File: config.mk
export PLATFORM = sky130hd
export DESIGN_NAME = amp_misc_control_status_regs
export DESIGN_NICKNAME = d
export VERILOG_FILES = /design/src/rtl/amp_regs_pkg.sv /design/src/rtl/amp_misc_control_status_regs.sv
export SDC_FILE = /design/constraint.sdc
export NUM_CORES = 1
export LEC_CHECK = 0
export ABC_AREA = 1
export BUFFER_PORTS_ARGS = -buffer_cell sky130_fd_sc_hd__buf_4
export CAP_MARGIN = 40
export CORE_MARGIN = 1.5
export CORE_UTILIZATION = 53
export DETAILED_ROUTE_END_ITERATION = 10
export PLACE_DENSITY = 0.8
export SLEW_MARGIN = 0
export SYNTH_ARGS = -nofsm -noshare
export SYNTH_HDL_FRONTEND = slang
export SYNTH_SLANG_ARGS = --single-unit
File: constraint.sdc
create_clock -name pclk -period 2.2 [get_ports pclk]
set_clock_uncertainty 0.2 [all_clocks]
set_input_delay 0.22 -clock pclk [delete_from_list [all_inputs] [get_ports pclk]]
set_output_delay 0.22 -clock pclk [all_outputs]
set_load 0.02 [all_outputs]
File: src/rtl/amp_regs_pkg.sv
// Constants and types for the amplifier misc control and status register bank
package amp_regs_pkg;

    // Printed offsets are not multiples of four: these are register indices
    localparam logic [7:0] IDX_COEF_MARKER = 8'h5c;
    localparam logic [7:0] IDX_MOD_DAC = 8'h5d;
    localparam logic [7:0] IDX_PIN_DIR = 8'h60;
    localparam logic [7:0] IDX_PIN_FUNC = 8'h61;
    localparam logic [7:0] IDX_BYPASS = 8'h66;
    localparam logic [7:0] IDX_DIE_IDENTIFIER = 8'h67;
    localparam logic [7:0] IDX_POWER = 8'h68;
    localparam logic [7:0] IDX_MUTE_STAT = 8'h69;
    localparam logic [7:0] IDX_IRQ_STAT = 8'h70;
    localparam logic [7:0] IDX_IRQ_MASK = 8'h71;

    localparam logic [7:0] RST_COEF_MARKER = 8'h00;
    localparam logic [7:0] RST_MOD_DAC = 8'hf8;
    localparam logic [7:0] RST_PIN_DIR = 8'h00;
    localparam logic [7:0] RST_PIN_FUNC = 8'h00;
    localparam logic [7:0] RST_BYPASS = 8'h00;
    localparam logic [7:0] RST_IRQ_MASK = 8'h00;

    // Field positions
    localparam int DITHER_LSB = 5;
    localparam int BYP_SEPARATE_COEF = 3;
    localparam int BYP_FIR = 2;
    localparam int BYP_DRC = 1;
    localparam int BYP_EQ = 0;
    localparam int FUNC_W = 5;

    // Pin function codes
    localparam logic [4:0] FUNC_OFF = 5'h00;
    localparam logic [4:0] FUNC_BOTH_MUTED = 5'h03;
    localparam logic [4:0] FUNC_LEFT_MUTED = 5'h04;
    localparam logic [4:0] FUNC_RIGHT_MUTED = 5'h05;
    localparam logic [4:0] FUNC_CLK_INVALID = 5'h06;
    localparam logic [4:0] FUNC_FAULT = 5'h0b;

    // Interrupt status bits
    localparam int EV_LEFT_MUTE = 0;
    localparam int EV_RIGHT_MUTE = 1;
    localparam int EV_CLK_INVALID = 2;
    localparam int EV_FAULT = 3;
    localparam int EV_POWER = 4;

    // Zero-run length at 96 kHz for the shortest auto-mute time
    localparam int MUTE_TIME_US = 11500;
    localparam int MUTE_SAMPLES_96K = MUTE_TIME_US * 96 / 1000;

    typedef struct packed {
        logic [7:0] coef_marker;
        logic [7:0] mod_dac;
        logic [7:0] pin_dir;
        logic [7:0] pin_func;
        logic [7:0] bypass;
        logic [7:0] irq_stat;
        logic [7:0] irq_mask;
        logic [31:0] prdata;
        logic pready;
        logic pslverr;
        logic irq;
        logic pin_out;
        logic pin_oe;
        logic [2:0] fault_sync;
        logic [2:0] clk_sync;
        logic [2:0] pin_sync;
        logic fault_n_q;
        logic clk_bad_q;
        logic [1:0] mute_q;
        logic [7:0] power_q;
    } regs_state_t;

    typedef struct packed {
        logic bypass_eq;
        logic bypass_drc;
        logic bypass_fir;
        logic separate_coef;
    } dsp_ctrl_t;

    typedef struct packed {
        logic freq_sel;
        logic [1:0] dither_en;
        logic [2:0] dither_level;
        logic [1:0] element_matching_select;
    } mod_ctrl_t;

endpackage : amp_regs_pkg

File: src/rtl/amp_misc_control_status_regs.sv
// APB register bank for amplifier misc control, flag pin and status
//
// Functional notes
// - Dither field selects stages, resets to 11.
// - Direction bit: 0 input, 1 output.
// - Code 00011 flags both channels muted.
// - Codes 00100/00101 flag left/right mute.
// - Code 00110 flags clock invalid.
// - Code 01011 outputs fault, active low; 00000 drives low.
// - Bit 3 gives separate right coefficients.
// - Bit 2 bypasses the 128-tap FIR.
// - Bit 1 bypasses left/right DRC.
// - Bit 0 bypasses left/right equalizer.
// - Status bit 1 shows right muted.
// - Status bit 0 shows left muted.
// - Mute only after configured zero run.
//
// Register access over APB was left to the implementer.
`timescale 1ns/10ps
module amp_misc_control_status_regs
    import amp_regs_pkg::*;
#(
    parameter logic [7:0] DIE_IDENTIFIER_VALUE = 8'h5a // Arbitrary value
) (
    input wire logic pclk, // APB clock, 125 MHz
    input wire logic presetn, // Async reset, active low
    input wire logic psel, // APB select
    input wire logic penable, // APB access phase
    input wire logic pwrite, // APB direction
    input wire logic [11:0] paddr, // APB byte address
    input wire logic [31:0] pwdata, // APB write data
    input wire logic [3:0] pstrb, // APB byte strobes
    output logic [31:0] prdata, // APB read data
    output logic pready, // APB ready
    output logic pslverr, // APB error on unmapped address
    output logic irq, // Level interrupt
    input wire logic left_muted, // Left channel auto muted (after zero run)
    input wire logic right_muted, // Right channel auto muted (after zero run)
    input wire logic clk_invalid_async, // Clock error or missing, from pin domain
    input wire logic fault_flag_n_async, // Device fault, active low, async
    input wire logic [7:0] power_state_code, // Power state from sequencer
    input wire logic flag_pin_in, // Multipurpose pin input level
    output logic flag_pin_out, // Multipurpose pin output level
    output logic flag_pin_oe, // Multipurpose pin drive enable
    output logic first_coefficient_marker, // Next coefficient starts a biquad
    output logic [7:0] modulator_ctrl, // Modulator settings
    output logic [3:0] dsp_bypass // Processing bypass controls
);

    ////////////////////////////////////////////////////////////////////////
    // State
    regs_state_t s_reg;
    regs_state_t s_next;
    dsp_ctrl_t dsp_q;
    mod_ctrl_t mod_q;

    function automatic logic [7:0] wr_byte(input logic [7:0] old, input logic [31:0] d,
                                           input logic [3:0] strb);
        wr_byte = strb[0] ? d[7:0] : old;
    endfunction : wr_byte

    logic access;
    logic [7:0] index;
    logic mapped;
    logic [7:0] events;
    logic fault_n_s;
    logic clk_bad_s;

    assign access = psel && penable && s_reg.pready;
    assign index = paddr[9:2];
    assign mapped = (paddr[11:10] == 2'b00) && (paddr[1:0] == 2'b00) && (
        index == IDX_COEF_MARKER || index == IDX_MOD_DAC || index == IDX_PIN_DIR ||
        index == IDX_PIN_FUNC || index == IDX_BYPASS || index == IDX_DIE_IDENTIFIER ||
        index == IDX_POWER || index == IDX_MUTE_STAT || index == IDX_IRQ_STAT ||
        index == IDX_IRQ_MASK);

    ////////////////////////////////////////////////////////////////////////
    // Next state
    always_comb begin
        s_next = s_reg;
        // Three-stage synchronisers; change accepted when stages 2 and 3 agree
        s_next.fault_sync = {s_reg.fault_sync[1:0], fault_flag_n_async};
        s_next.clk_sync = {s_reg.clk_sync[1:0], clk_invalid_async};
        s_next.pin_sync = {s_reg.pin_sync[1:0], flag_pin_in};
        fault_n_s = s_reg.fault_n_q;
        clk_bad_s = s_reg.clk_bad_q;
        if (s_reg.fault_sync[2] == s_reg.fault_sync[1]) begin
            fault_n_s = s_reg.fault_sync[2];
        end
        if (s_reg.clk_sync[2] == s_reg.clk_sync[1]) begin
            clk_bad_s = s_reg.clk_sync[2];
        end
        s_next.fault_n_q = fault_n_s;
        s_next.clk_bad_q = clk_bad_s;
        // Mute flags already qualified by the zero-run timer upstream
        s_next.mute_q = {right_muted, left_muted};
        s_next.power_q = power_state_code;

        // Rising edges of mute, clock and fault events; any change of power state
        events = 8'h00;
        events[EV_LEFT_MUTE] = left_muted && !s_reg.mute_q[0];
        events[EV_RIGHT_MUTE] = right_muted && !s_reg.mute_q[1];
        events[EV_CLK_INVALID] = clk_bad_s && !s_reg.clk_bad_q;
        events[EV_FAULT] = !fault_n_s && s_reg.fault_n_q;
        events[EV_POWER] = power_state_code != s_reg.power_q;

        // APB: decode at setup so ready, data and error stand in the access cycle
        s_next.pready = psel && !penable;
        s_next.pslverr = 1'b0;
        if (psel && !penable) begin
            s_next.pslverr = !mapped;
            s_next.prdata = 32'h0000_0000;
            if (!pwrite && mapped) begin
                case (index)
                    IDX_COEF_MARKER: s_next.prdata[7:0] = s_reg.coef_marker;
                    IDX_MOD_DAC: s_next.prdata[7:0] = s_reg.mod_dac;
                    IDX_PIN_DIR: s_next.prdata[7:0] = s_reg.pin_dir;
                    IDX_PIN_FUNC: s_next.prdata[7:0] = s_reg.pin_func;
                    IDX_BYPASS: s_next.prdata[7:0] = s_reg.bypass;
                    IDX_DIE_IDENTIFIER: s_next.prdata[7:0] = DIE_IDENTIFIER_VALUE;
                    IDX_POWER: s_next.prdata[7:0] = s_reg.power_q;
                    IDX_MUTE_STAT: s_next.prdata[7:0] = {6'h00, s_reg.mute_q};
                    IDX_IRQ_STAT: s_next.prdata[7:0] = s_reg.irq_stat;
                    IDX_IRQ_MASK: s_next.prdata[7:0] = s_reg.irq_mask;
                    default: s_next.prdata = 32'h0000_0000;
                endcase
            end
        end
        // Write lands at the edge that ends the access
        if (access) begin
            s_next.pready = 1'b0;
            if (pwrite && mapped) begin
                case (index)
                    IDX_COEF_MARKER: s_next.coef_marker = wr_byte(s_reg.coef_marker, pwdata,
                                                                   pstrb);
                    IDX_MOD_DAC: s_next.mod_dac = wr_byte(s_reg.mod_dac, pwdata, pstrb);
                    IDX_PIN_DIR: s_next.pin_dir = wr_byte(s_reg.pin_dir, pwdata, pstrb);
                    IDX_PIN_FUNC: s_next.pin_func = wr_byte(s_reg.pin_func, pwdata, pstrb);
                    IDX_BYPASS: s_next.bypass = wr_byte(s_reg.bypass, pwdata, pstrb);
                    IDX_IRQ_MASK: s_next.irq_mask = wr_byte(s_reg.irq_mask, pwdata, pstrb);
                    IDX_IRQ_STAT: begin
                        if (pstrb[0]) begin
                            s_next.irq_stat = s_reg.irq_stat & ~pwdata[7:0];
                        end
                    end
                    default: ; // Read-only registers ignore writes
                endcase
            end
        end
        // Set wins over a same-cycle clear
        s_next.irq_stat = s_next.irq_stat | events;
        s_next.irq = |(s_next.irq_stat & s_next.irq_mask);

        // Flag pin
        s_next.pin_oe = s_next.pin_dir[0];
        case (s_next.pin_func[FUNC_W-1:0])
            FUNC_OFF: s_next.pin_out = 1'b0;
            FUNC_BOTH_MUTED: s_next.pin_out = s_next.mute_q[0] && s_next.mute_q[1];
            FUNC_LEFT_MUTED: s_next.pin_out = s_next.mute_q[0];
            FUNC_RIGHT_MUTED: s_next.pin_out = s_next.mute_q[1];
            FUNC_CLK_INVALID: s_next.pin_out = clk_bad_s;
            FUNC_FAULT: s_next.pin_out = fault_n_s;
            default: s_next.pin_out = 1'b0;
        endcase
        if (!s_next.pin_dir[0]) begin
            s_next.pin_out = 1'b0;
        end
    end

    ////////////////////////////////////////////////////////////////////////
    // Registers
    always_ff @(posedge pclk or negedge presetn) begin
        if (!presetn) begin
            s_reg <= '0;
            s_reg.coef_marker <= RST_COEF_MARKER;
            s_reg.mod_dac <= RST_MOD_DAC;
            s_reg.pin_dir <= RST_PIN_DIR;
            s_reg.pin_func <= RST_PIN_FUNC;
            s_reg.bypass <= RST_BYPASS;
            s_reg.irq_mask <= RST_IRQ_MASK;
            s_reg.fault_sync <= 3'b111;
            s_reg.fault_n_q <= 1'b1;
        end else begin
            s_reg <= s_next;
        end
    end

    ////////////////////////////////////////////////////////////////////////
    // Outputs
    always_comb begin
        dsp_q.separate_coef = s_reg.bypass[BYP_SEPARATE_COEF];
        dsp_q.bypass_fir = s_reg.bypass[BYP_FIR];
        dsp_q.bypass_drc = s_reg.bypass[BYP_DRC];
        dsp_q.bypass_eq = s_reg.bypass[BYP_EQ];
        mod_q = s_reg.mod_dac;
    end

    assign prdata = s_reg.prdata;
    assign pready = s_reg.pready;
    assign pslverr = s_reg.pslverr;
    assign irq = s_reg.irq;
    assign flag_pin_out = s_reg.pin_out;
    assign flag_pin_oe = s_reg.pin_oe;
    assign first_coefficient_marker = s_reg.coef_marker[0];
    assign modulator_ctrl = mod_q;
    // Bit order follows the register: 3 separate coef, 2 FIR, 1 DRC, 0 EQ
    assign dsp_bypass = {dsp_q.separate_coef, dsp_q.bypass_fir, dsp_q.bypass_drc,
                         dsp_q.bypass_eq};

endmodule : amp_misc_control_status_regs

# After elaboration in Yosys (flattened, before gate mapping)
# Index checks and enable logic that the tools add are counted.
[totals]
ff_bits = 110
latch_bits = 0
ram_bits = 0
rom_bits = 0
inputBits = 66
output_inout_bits = 50
wordCells = 98
n_memories = 0
[classes]
add_sub_neg = 0
mul = 0
n_div = 0
order_cmp = 0
eq_ne = 18
shifts = 0
muxes = 20
bitwise = 4
n_reduce_logical = 36
[ops]
columns = ["op", "count"]
rows = [
  ["== test 8 x 7 -> 1 bit, second input constant", 10],
  ["case mux 8 bit (10 select lines)", 1],
  ["2-to-1 mux 8 bit", 9],
  ["2-to-1 mux 33 bit", 2],
  ["AND reduction 4 bit", 5],
  ["bitwise AND 8 bit", 2],
  ["== test 5 x 3 -> 1 bit, second input constant", 3],
  ["logical AND 1 bit", 12],
  ["logical OR 1 bit", 9],
  ["inequality test 8 bit", 1],
  ["inverter 8 bit", 1],
  ["bitwise OR 8 x 5 -> 8 bit", 1],
  ["OR reduction 8 bit", 1],
  ["logical NOT 1 bit", 7],
  ["2-to-1 mux 1 bit", 7],
  ["== test 5 x 2 -> 1 bit, second input constant", 1],
  ["== test 5 x 4 -> 1 bit, second input constant", 1],
  ["case mux 1 bit (5 select lines)", 1],
  ["logical NOT 2 bit", 2],
  ["== test 1 bit", 2],
]

# Depth between registers and ports, before layout
# Gate-level depths: netlist of run 1.
[logic_depth]
depth_word = 17
mapped_depth = 17
ltp_nobuf = 16

# Least setup slack after synthesis of run 1
# Ideal clock, no wire load.
[synth_path]
path_type = "input port to flip-flop"
from = "input paddr[9]"
to = "register s_reg (netlist bit flag_pin_out)"
setup_time_ps = 114
t_arrival_ps = 1542
t_required_ps = 1886
slack_ps = 344
stages = 17
n_path_buf = 1
cell_sequence = "inv_2 nand2_2 nor2_8 nand2_2 nand2_1 nand2_1 nand3_4 nand3_4 nor2_4 buf_6 nand2_1 nand2_2 nand2_1 nand2_1 nand2_1 nand3_1 nor2_2"
[synth_lines]
columns = ["item", "line", "rtl"]
rows = [
  ["start: declaration", "amp_misc_control_status_regs.sv:30", "input wire logic [11:0] paddr,"],
  ["end signal: assignment", "amp_misc_control_status_regs.sv:184", "s_reg <= s_next;"],
  ["end: declaration", "amp_misc_control_status_regs.sv:52", "regs_state_t s_reg;"],
]

==> parameters.txt, run 1 <==
Parameter                              Value

Min path
  Hold/Removal Path Class ... in -> reg

Timing
  Period Utilization, post-route ... around nine tenths
  Final critical path time including I/O delays and setup ... around 2000 ps
  Setup TNS ... 0 ps
  Worst slew pin tran ... between 500 and 600 ps
  Number of max-slew violations in the final report ... 0
  Number of failing setup endpoints in the final timing report ... 0
  Max Clk Rate ... approximately 0.5 GHz
  Max transition margin ... 64.4%
  Worst-case setup margin in the final layout ... 181 ps
  Setup repair after global routing missed its margin ... false
  Number of hold violations in the final report ... 0

Logic synthesis
  Total of warnings raised by yosys ... 0
  FF+latch count, synth ... between 80 and 90
  Share of Yosys cell area claimed by the top area cell type ... between 40% and 50%
  Share of synthesized area occupied by flip-flops and latches ... about half
  Synth top cells by count ... sky130_fd_sc_hd__nand2_1, sky130_fd_sc_hd__dfrtp_1, sky130_fd_sc_hd__o21ai_0, sky130_fd_sc_hd__buf_4, sky130_fd_sc_hd__inv_1
  Dominant cells by area after synthesis ... sky130_fd_sc_hd__dfrtp_1, sky130_fd_sc_hd__nand2_1, sky130_fd_sc_hd__buf_4
  Share of flip-flops with an asynchronous set or reset after synthesis ... 100%
  Cells after Synth ... around 540
  EDFF count, synth ... 0
  Post-synth top area cell ... sky130_fd_sc_hd__dfrtp_1
  Total standard cell area after synthesis ... 4490 µm²
  Synth cell types ... 39
  Top-count cell post-synth ... sky130_fd_sc_hd__nand2_1
  Syn_area_per_cell ... between 8 and 9 µm²
  Prevailing post-synth register cell ... sky130_fd_sc_hd__dfrtp_1

Clock network
  Clock root cell ... sky130_fd_sc_hd__clkbuf_8
  Maximum clock insertion buffer count ... 2
  Number of buffers added for setup after CTS ... 0
  Clock-pin slew on the worst setup and hold paths ... about 90 ps
  Count of clock tree sinks ... 86
  Clock latency on the worst-skew pair ... 360 ps
  CTS Buf Count ... 9
  Depth of the CTS H-tree ... 3
  TritonCTS clock tree ... yes

Floorplanning
  Row Count ... 33
  Vertical die dimension ... 95.0 µm
  Die outline area ... ~9000 µm²
  I/O pin total ... between 100 and 150
  Starting Density ... a little over half
  Floorplan core area ... a little over 8000 µm²
  Die W ... roughly 95 µm

Global routing
  Total congestion overflow after global routing ... 0
  Maximum number of pins on one net before global-route repair ... 39
  Combined global-route utilization of all metal layers ... about a quarter
  Vias in the first global route ... approximately 3800
  Global-route wire length before repair ... approximately 18000 µm
  Antenna violations before repair ... 0

Setup path
  Maximum cell stage delay along the critical path ... about 520 ps
  Setup crit end kind ... register
  CP startpoint kind ... input pin
  Cell family with most CP delay ... buffers and inverters
  Worst Path Buf+Inv ... 4
  CP Max Fanout ... 12
  WS Path Type ... in -> reg
  Data arrival time at the worst-slack endpoint ... 2080 ps
  Cells traversed along the worst timing path ... dlygate4sd3_1 > buf_4 > nand3_2 > inv_1 > nand4_4 > o21ai_1 > inv_1 > nand2_1 > nand2_1 > nand2_2 > nor2_2
  WP data required ... roughly 2300 ps
  CP max stage cell ... sky130_fd_sc_hd__dlygate4sd3_1

Layout
  Flip-flop count of the largest register, all copies and words added ... 57
  Final net count ... about 700
  Fraction of layout instances using a drive strength above 1 ... 24.8%
  Synthesis-to-finish area growth ... 22.0%
  Non-filler instance count after layout ... approximately 750
  Final-layout fill cell count ... roughly 680
  Number of inserted diodes ... 0

Job
  Number of max-cap violations ... 0

Routing
  Routed Antenna Nets ... 0
  Iteration count of the initial detailed-routing pass ... 6
  Wire per inst ... about 15 µm
  DRC violations left ... 0
  Routed via count divided by cell count ... 5.24
  Overall routed net length ... about 11000 µm
  Via count ... around 4000
  1st-iter DRT viols ... ~320

Pwr
  Peak VDD IR ... between 0.4 and 0.5 mV
  Power density of the placed cells ... between 500 and 600 nW/µm²
  Standby leakage power ... 2.77 nW

Placement
  Global placer's final weighted congestion ... 0.946
  Number of cells after detailed placement ... just over 700
  Port-buffer cells ... 63
  HPWL after DPL ... between 8000 and 9000 µm
  Worst setup timing slack at the placement stage ... roughly 21 ps

Run status
  Outcome ... complete, no violations
-- power breakdown --
group | switching (mW) | internal (mW) | total (mW)
Combinational | 0.172 | 0.109 | 0.281
Clock | 0.576 | 0.591 | 1.17
Sequential | 0.0137 | 1.60 | 1.62
Total | 0.762 | 2.30 | 3.07
-- through the flow --
stage	util [%]	total power, mW	hold slack (ps)	cell area (µm²)
floorplan	-	1.79	-276	4570
global placement	61.4	1.89	-47.5	5040
detailed placement	61.4	1.90	-45.0	5040
CTS	66.5	3.09	0.841	5460
global route	66.6	3.18	27.7	5470
finish	66.6	3.07	12.3	5470
-- final timing paths --
check / from / end / slack (ps) / cells after the start
worst max-delay path: penable / flag_pin_out / 180 / 11
worst min-delay path: pwdata[6] / modulator_ctrl[6] / 10 / 3
worst max register to register: pready / flag_pin_out / 330 / 9
worst min register to register: s_next[19] / s_next[20] / 160 / 0
max in group asynchronous: presetn / s_reg[64] / 1060 / 3
min in group asynchronous: presetn / s_reg[107] / 100 / 2
-- what timing repair did --
item,CTS,global route
hold endpoints to repair,120,0
hold buffers,21,0
setup endpoints to repair,0,16
resized for setup,0,4
-- cells by family (layout without fill, tap and decap cells) --
logic type	after synthesis	in the layout	share of synthesized area (%)
and+or+nand+nor	247	247	25.3
buffers and inverters	107	182	13.2
AOI/OAI and AO/OA	95	95	11.7
DFF	86	86	48.2
xor gates and xnor gates	8	8	1.56
other	1	24	0.0836
-- placed cells by master (no fill, tap or decap), types with 2 or more instances in the layout --
| cell type | n |
|---|---|
| sky130_fd_sc_hd__nand2_1 | 159 |
| sky130_fd_sc_hd__buf_4 | 89 |
| sky130_fd_sc_hd__dfrtp_1 | 77 |
| sky130_fd_sc_hd__o21ai_0 | 58 |
| sky130_fd_sc_hd__inv_1 | 42 |
| sky130_fd_sc_hd__nor2_1 | 24 |
| sky130_fd_sc_hd__conb_1 | 24 |
| sky130_fd_sc_hd__nand3_1 | 21 |
| sky130_fd_sc_hd__dlygate4sd3_1 | 21 |
| sky130_fd_sc_hd__nand2_2 | 14 |
| sky130_fd_sc_hd__clkbuf_8 | 11 |
| sky130_fd_sc_hd__inv_2 | 10 |
| sky130_fd_sc_hd__o21ai_1 | 10 |
| sky130_fd_sc_hd__a21oi_1 | 10 |
| sky130_fd_sc_hd__dfstp_2 | 9 |
| sky130_fd_sc_hd__xnor2_1 | 8 |
| sky130_fd_sc_hd__nor2_2 | 7 |
| sky130_fd_sc_hd__nand4_1 | 7 |
| sky130_fd_sc_hd__o22ai_1 | 4 |
| sky130_fd_sc_hd__nor3_1 | 3 |
| sky130_fd_sc_hd__a2111oi_0 | 3 |
| sky130_fd_sc_hd__buf_12 | 3 |
| sky130_fd_sc_hd__nand3_2 | 2 |
| sky130_fd_sc_hd__nand2_4 | 2 |
| sky130_fd_sc_hd__nand3_4 | 2 |
| sky130_fd_sc_hd__a32o_1 | 2 |
| sky130_fd_sc_hd__a211oi_1 | 2 |
| sky130_fd_sc_hd__a221oi_1 | 2 |
| sky130_fd_sc_hd__clkinvlp_4 | 2 |
-- metal layers --
layer	global-route usage, %	up-vias	part of all wire (%)
li1	-	1870	-
met1	34.9	1847	42
met2	42.4	175	47
met3	5.10	26	7.4
met4	13.6	0	3.3
met5	0	-	0
-- tightest hold or removal path: stages --
cell and delay, ps:
sky130_fd_sc_hd__buf_4 120, sky130_fd_sc_hd__inv_1 130, sky130_fd_sc_hd__o21ai_0 110
-- final cells by class --
cell class,count,area [µm²],share of cell area (%)
clock buffers,12,155,2.83
clock inverters,4,53.8,0.983
inverters,53,199,3.63
multi-input cells,374,1830,33.5
flip-flops and latches,86,2160,39.5
well taps,105,131,2.40
repair buffers,113,938,17.1
Note: power is estimated with default switching activity, not from simulation.
==> inputs of run 2 (changes only) <==
CORE_UTILIZATION = 47   (was 53)
PLACE_DENSITY = 0.72   (was 0.8)
clock period = 2.1 ns   (was 2.2 ns; I/O delays follow)
==> run 2 against run 1 <==
Effect of this change: flip-flop and latch count stayed put; sequential power is 4% higher; global-route usage is 3.3 points lower; clock power is 9% higher; critical endpoint is now s_reg[65].
==> parameters.txt, run 2 (synthesized netlist as in run 1, its figures left out) <==
Parameter                              Value

Run status
  Outcome ... complete, no violations (unchanged)

Floorplanning
  I/O pin total ... 116 (unchanged)
  Floorplan core area ... 9240 µm² (was 8220 µm²)
  Die W ... 101 µm (was 95.0 µm)
  Vertical die dimension ... 101 µm (was 95.0 µm)
  Row Count ... 35 (was 33)
  Die outline area ... 10100 µm² (was 9030 µm²)
  Starting Density ... 48.6% (was 54.6%)

Clock network
  Clock root cell ... sky130_fd_sc_hd__clkbuf_8 (unchanged)
  TritonCTS clock tree ... yes (unchanged)
  Maximum clock insertion buffer count ... 2 (unchanged)
  CTS Buf Count ... 9 (unchanged)
  Clock latency on the worst-skew pair ... 370 ps (was 360 ps)
  Clock-pin slew on the worst setup and hold paths ... 80 ps (was 90 ps)
  Depth of the CTS H-tree ... 3 (unchanged)
  Count of clock tree sinks ... 86 (unchanged)

Timing
  Final critical path time including I/O delays and setup ... between 1500 and 2000 ps
  Number of max-slew violations in the final report ... 0 (unchanged)
  Number of hold violations in the final report ... 0 (unchanged)
  Max transition margin ... 66.2% (was 64.4%)
  Worst-case setup margin in the final layout ... 115 ps (was 181 ps)
  Setup TNS ... 0 ps (unchanged)
  Number of failing setup endpoints in the final timing report ... 0 (unchanged)
  Period Utilization, post-route ... a little over nine tenths
  Worst slew pin tran ... 495 ps (was 521 ps)
  Max Clk Rate ... slightly above 0.5 GHz

Setup path
  Number of logic stages on the critical path including buffering ... 14 (was 11)
  WS Path Type ... in -> reg (unchanged)
  CP Max Fanout ... 7 (was 12)
  WP data required ... 2150 ps (was 2260 ps)
  Beginning of the critical path ... paddr[3] (was penable)
  Data arrival time at the worst-slack endpoint ... 2040 ps (was 2080 ps)
  CP max stage cell ... sky130_fd_sc_hd__dlygate4sd3_1 (unchanged)
  Reg2Reg Launch Point ... pready (unchanged)
  Flop-to-flop setup slack ... 120 ps (was 330 ps)
  Cells traversed along the worst timing path ... buf_4 > inv_2 > nand2_4 > nor2_1 > nand2_1 > nand2_1 > nor2_2 > nand3_4 > nand3_4 > nor2_1 > inv_2 > nand2_1 > o21ai_2 > dlygate4sd3_1 (was dlygate4sd3_1 > buf_4 > nand3_2 > inv_1 > nand4_4 > o21ai_1 > inv_1 > nand2_1 > nand2_1 > nand2_2 > nor2_2)
  R2r endpoint ... s_reg[65] (was flag_pin_out)
  Most prevalent standard cell on the critical path ... sky130_fd_sc_hd__nand2_1
  Destination of the critical timing path ... s_reg[65] (was flag_pin_out)
  Maximum cell stage delay along the critical path ... 560 ps (was 520 ps)
  CP startpoint kind ... input pin (unchanged)
  Setup crit end kind ... register (unchanged)
  Cell family with most CP delay ... simple AND/OR/NAND/NOR gates (was buffers and inverters)
  FF-to-FF path depth ... 8 (was 9)
  Worst Path Buf+Inv ... 4 (unchanged)

Placement
  Number of cells after detailed placement ... 748 (was 710)
  Port-buffer cells ... 63 (unchanged)
  Worst setup timing slack at the placement stage ... -135 ps (was 21.2 ps)
  Global placer's final weighted congestion ... 0.909 (was 0.946)
  HPWL after DPL ... 8500 µm (was 8320 µm)

Routing
  Wire per inst ... 14.2 µm (was 14.8 µm)
  Overall routed net length ... 11300 µm (was 11000 µm)
  1st-iter DRT viols ... 271 (was 321)
  Via count ... 3968 (was 3918)
  Iteration count of the initial detailed-routing pass ... 4 (was 6)
  Routed via count divided by cell count ... 5.00 (was 5.24)
  DRC violations left ... 0 (unchanged)
  Routed Antenna Nets ... 0 (unchanged)

Pwr
  Peak VDD IR ... 0.360 mV (was 0.452 mV)
  Overall power ... 3.27 mW (was 3.07 mW)
  Power density of the placed cells ... 574 nW/µm² (was 560 nW/µm²)
  Standby leakage power ... 2.89 nW (was 2.77 nW)

Global routing
  Total congestion overflow after global routing ... 0 (unchanged)
  Vias in the first global route ... 3684 (was 3758)
  Global-route wire length before repair ... 18000 µm (was 17900 µm)
  Combined global-route utilization of all metal layers ... 23.3% (was 26.7%)
  Antenna violations before repair ... 0 (unchanged)
  Maximum number of pins on one net before global-route repair ... 54 (was 39)

Layout
  Final core occ ... 61.7% (was 66.6%)
  Flip-flop count of the largest register, all copies and words added ... 57 (unchanged)
  Commonest cells after routing, fill and taps aside ... sky130_fd_sc_hd__nand2_1, sky130_fd_sc_hd__buf_4, sky130_fd_sc_hd__dfrtp_1 (unchanged)
  Final net count ... 725 (was 703)
  Non-filler instance count after layout ... 793 (was 747)
  Number of inserted diodes ... 0 (unchanged)
  Most frequent standard cell in the layout excluding fill and tap cells ... sky130_fd_sc_hd__nand2_1 (unchanged)
  Synthesis-to-finish area growth ... 27.0% (was 22.0%)
  Fraction of layout instances using a drive strength above 1 ... 27.0% (was 24.8%)

Job
  Number of max-cap violations ... 0 (unchanged)

Min path
  Hold/Removal Path Class ... in -> reg (unchanged)
==> run 2: power breakdown <==
part	leakage, nW	internal, mW	switching, mW
Sequential	1.08	1.68	0.0134
Combinational	1.71	0.121	0.181
Clock	0.100	0.675	0.603
Total	2.89	2.48	0.798
==> run 2: through the flow <==
step	cell area [µm²]	hold slack, ps
3_5_place_dp	5190	-85.6
2_1_floorplan	4570	-286
5_1_grt	5700	53.7
3_3_place_gp	5190	-90.2
6_report	5700	33.2
4_1_cts	5640	14.2
==> run 2: cell type report <==
class | instances | area (µm²)
inverters | 53 | 199
multi-input cells | 374 | 1840
flip-flops and latches | 86 | 2160
well taps | 129 | 161
clock buffers | 11 | 131
clock inverters | 5 | 83.8
repair buffers | 135 | 1120
fillers | 826 | 3540
==> run 2: what timing repair did <==
item                       CTS  global route
hold buffers                23             0
buffers inserted             0             6
hold endpoints to repair   124             0
gates resized for setup      0             6
setup endpoints to repair    0             3
==> run 2: worst register-to-register path: stages (launching register included) <==
cell and delay [ps]:
sky130_fd_sc_hd__dfrtp_1 370, sky130_fd_sc_hd__nand3_2 150, sky130_fd_sc_hd__nor2_2 140, sky130_fd_sc_hd__nand2_1 60
sky130_fd_sc_hd__nor2_1 130, sky130_fd_sc_hd__inv_2 90, sky130_fd_sc_hd__nand2_1 90, sky130_fd_sc_hd__o21ai_2 70
sky130_fd_sc_hd__dlygate4sd3_1 560
==> run 2: worst min-delay path by stage <==
stage	cells after the start	end	slack (ps)	from
CTS	3	modulator_ctrl[6]	10	pwdata[6]
floorplan	0	dsp_bypass[0]	-290	presetn
global route	3	modulator_ctrl[6]	50	pwdata[6]
global placement	1	modulator_ctrl[0]	-90	presetn
detailed placement	1	modulator_ctrl[2]	-90	presetn
finish	3	modulator_ctrl[6]	30	pwdata[6]
==> run 2: per-layer routing <==
layer / GRT usage [%] / vias to the layer above / wire length, µm
met3: 2.91 / 24 / 619
met5: 0 / - / 0
met1: 30.9 / 1883 / 4910
met4: 9.86 / 0 / 300
li1: - / 1913 / -
met2: 38.8 / 148 / 5460
==> inputs of run 3 (changes only) <==
==> constraint.sdc (replaced) <==
create_clock -name pclk -period 2.1 [get_ports pclk]
set_clock_uncertainty 0.2 [all_clocks]
set_input_delay 0.105 -clock pclk [delete_from_list [all_inputs] [get_ports pclk]]
set_output_delay 0.105 -clock pclk [all_outputs]
set_load 0.02 [all_outputs]
==> run 3 against run 2 <==
Effect of this change: power is 0.45% higher; critical path type unchanged; non-clock buffer count is 14 lower; worst hold slack better by 2.7 ps; die area stayed put; sequential share of layout area is 0.69 points higher; count of clock-buffer cells in the layout is 1 higher; register-to-register slack better by 130 ps; utilization is 1.1 points lower; largest power group unchanged.
==> parameters.txt, run 3 (synthesized netlist as in run 1, its figures left out) <==
Parameter                              Value

Pwr
  Sw power ... 0.788 mW (was 0.798 mW)
  Clock power share ... 39.4% (was 39.0%)
  Combinational Power Share ... 9.1% (was 9.2%)
  Switching power as a share of total power ... 24.0% (was 24.4%)
  Peak VDD IR ... 0.415 mV (was 0.360 mV)
  Total internal power ... 2.50 mW (was 2.48 mW)
  Flop pwr share ... 51.5% (was 51.7%)
  Power density of the placed cells ... 588 nW/µm² (was 574 nW/µm²)
  Standby leakage power ... 2.82 nW (was 2.89 nW)

Floorplanning
  Starting Density ... 48.6% (unchanged)
  I/O pin total ... 116 (unchanged)
  Die W ... 101 µm (unchanged)
  Die outline area ... 10100 µm² (unchanged)
  Vertical die dimension ... 101 µm (unchanged)
  Floorplan core area ... 9240 µm² (unchanged)
  Row Count ... 35 (unchanged)

Timing
  Max transition margin ... 59.5% (was 66.2%)
  Number of max-slew violations in the final report ... 0 (unchanged)
  Period Utilization, post-route ... 92.6% (was 94.5%)
  Number of failing setup endpoints in the final timing report ... 0 (unchanged)
  Worst Hold Slack ... 35.9 ps (was 33.2 ps)
  Setup TNS ... 0 ps (unchanged)
  Max Clk Rate ... 0.514 GHz (was 0.504 GHz)
  Worst slew pin tran ... 592 ps (was 495 ps)
  Setup repair after global routing missed its margin ... false
  Number of hold violations in the final report ... 0 (unchanged)
  Final critical path time including I/O delays and setup ... 1940 ps (was 1980 ps)
  Worst-case setup margin in the final layout ... 155 ps (was 115 ps)

Clock network
  Clock latency on the worst-skew pair ... 360 ps (was 370 ps)
  Count of clock tree sinks ... 86 (unchanged)
  TritonCTS clock tree ... yes (unchanged)
  Maximum clock insertion buffer count ... 2 (unchanged)
  Clock root cell ... sky130_fd_sc_hd__clkbuf_8 (unchanged)
  Depth of the CTS H-tree ... 3 (unchanged)
  Clock-pin slew on the worst setup and hold paths ... 80 ps (about the same)
  CTS Buf Count ... 9 (unchanged)

Placement
  HPWL after DPL ... 8270 µm (was 8500 µm)
  Port-buffer cells ... 63 (unchanged)
  Global placer's final weighted congestion ... 0.882 (was 0.909)
  Worst setup timing slack at the placement stage ... -39.9 ps (was -135 ps)

Setup path
  Setup crit end kind ... register (unchanged)
  Flop-to-flop setup slack ... 250 ps (was 120 ps)
  Maximum cell stage delay along the critical path ... 530 ps (was 560 ps)
  WS Path Type ... in -> reg (unchanged)
  Cells traversed along the worst timing path ... dlygate4sd3_1 > buf_4 > nand2_1 > inv_1 > a21oi_1 > o21ai_0 > nand4_1 > nand2_1 > a21boi_0 > buf_4 > nor2_1 > nand3_1 > nor2_2 (was buf_4 > inv_2 > nand2_4 > nor2_1 > nand2_1 > nand2_1 > nor2_2 > nand3_4 > nand3_4 > nor2_1 > inv_2 > nand2_1 > o21ai_2 > dlygate4sd3_1)
  CP Max Fanout ... 10 (was 7)
  FF-to-FF path depth ... 9 (was 8)
  R2r endpoint ... flag_pin_out (was s_reg[65])
  Data arrival time at the worst-slack endpoint ... 2040 ps (about the same)
  Reg2Reg Launch Point ... s_reg[90] (was pready)
  CP startpoint kind ... input pin (unchanged)
  CP max stage cell ... sky130_fd_sc_hd__dlygate4sd3_1 (unchanged)
  WP data required ... 2200 ps (was 2150 ps)

Routing
  Wire per inst ... 14.5 µm (was 14.2 µm)
  DRC violations left ... 0 (unchanged)
  Overall routed net length ... 11300 µm (about the same)
  Iteration count of the initial detailed-routing pass ... 5 (was 4)
  1st-iter DRT viols ... 278 (was 271)
  Routed Antenna Nets ... 0 (unchanged)
  Routed via count divided by cell count ... 5.03 (was 5.00)
  Via count ... 3925 (was 3968)

Job
  Number of max-cap violations ... 0 (unchanged)

Global routing
  Maximum number of pins on one net before global-route repair ... 51 (was 54)
  Combined global-route utilization of all metal layers ... 23.4% (was 23.3%)
  Total congestion overflow after global routing ... 0 (unchanged)
  Antenna violations before repair ... 0 (unchanged)
  Global-route wire length before repair ... 18000 µm (unchanged)
  Vias in the first global route ... 3817 (was 3684)

Layout
  Synthesis-to-finish area growth ... 24.7% (was 27.0%)
  Commonest cells after routing, fill and taps aside ... sky130_fd_sc_hd__nand2_1, sky130_fd_sc_hd__buf_4, sky130_fd_sc_hd__dfrtp_1 (unchanged)
  Flip-flop count of the largest register, all copies and words added ... 57 (unchanged)
  Most frequent standard cell in the layout excluding fill and tap cells ... sky130_fd_sc_hd__nand2_1 (unchanged)
  Final-layout fill cell count ... 840 (was 826)
  Number of inserted diodes ... 0 (unchanged)
  Final core occ ... 60.6% (was 61.7%)
  Fraction of layout instances using a drive strength above 1 ... 25.0% (was 27.0%)
  Final net count ... 712 (was 725)

Min path
  Hold/Removal Path Class ... in -> async (was in -> reg)

Run status
  Outcome ... complete, no violations (unchanged)
run 3: critical path, delay by kind of cell:
family / cells / cell delay, ps
AO/OA/AOI/OAI: 3 / 340
buffers and inverters: 4 / 970
AND/OR/NAND/NOR: 6 / 630
run 3: per-layer routing:
layer	vias up	track usage, %	wire (µm)
met5	-	0	0
met4	0	7.15	186
met3	21	4.44	622
met2	129	39.4	5530
met1	1884	30.6	4980
li1	1891	-	-
run 3: how the worst max path moves through the flow:
stage,to,cells past startpoint,slack [ps],startpoint
after CTS,flag_pin_out,11,50,penable
after global placement,flag_pin_out,15,50,paddr[9]
after detailed placement,flag_pin_out,15,-40,paddr[9]
final,flag_pin_out,13,160,pstrb[0]
after global routing,flag_pin_out,13,20,pstrb[0]
after floorplan,irq,9,330,pready
run 3: cell type report:
class / instances / area, µm² / area share (%)
Multi-Input combinational cell: 375 / 1850 / 33.1
Clock buffer: 12 / 145 / 2.59
Tap cell: 129 / 161 / 2.88
Sequential cell: 86 / 2160 / 38.6
Timing Repair Buffer: 121 / 1000 / 17.9
Inverter: 53 / 199 / 3.55
Clock inverter: 4 / 72.6 / 1.30
run 3: power by group through the flow:
stage               sequential (mW)  combinational (mW)  clock [mW]
CTS                            1.69               0.297        1.31
finish                         1.69               0.300        1.29
global route                   1.70               0.330        1.39
detailed placement             1.73               0.260           0
global placement               1.73               0.256           0
floorplan                      1.73               0.153           0
run 3: through the flow:
stage	total power, mW	cells	instance area, µm²
final	3.29	780	5600
after global routing	3.42	780	5600
after CTS	3.30	779	5560
after detailed placement	1.99	736	5070
after global placement	1.98	736	5070
after floorplan	1.88	567	4570
run 3: timing repair:
action / in CTS / in global routing
gates resized for setup: 0 / 7
hold buffers: 27 / 0
hold endpoints to repair: 151 / 0
setup endpoints to repair: 0 / 7
setup buffers: 0 / 0
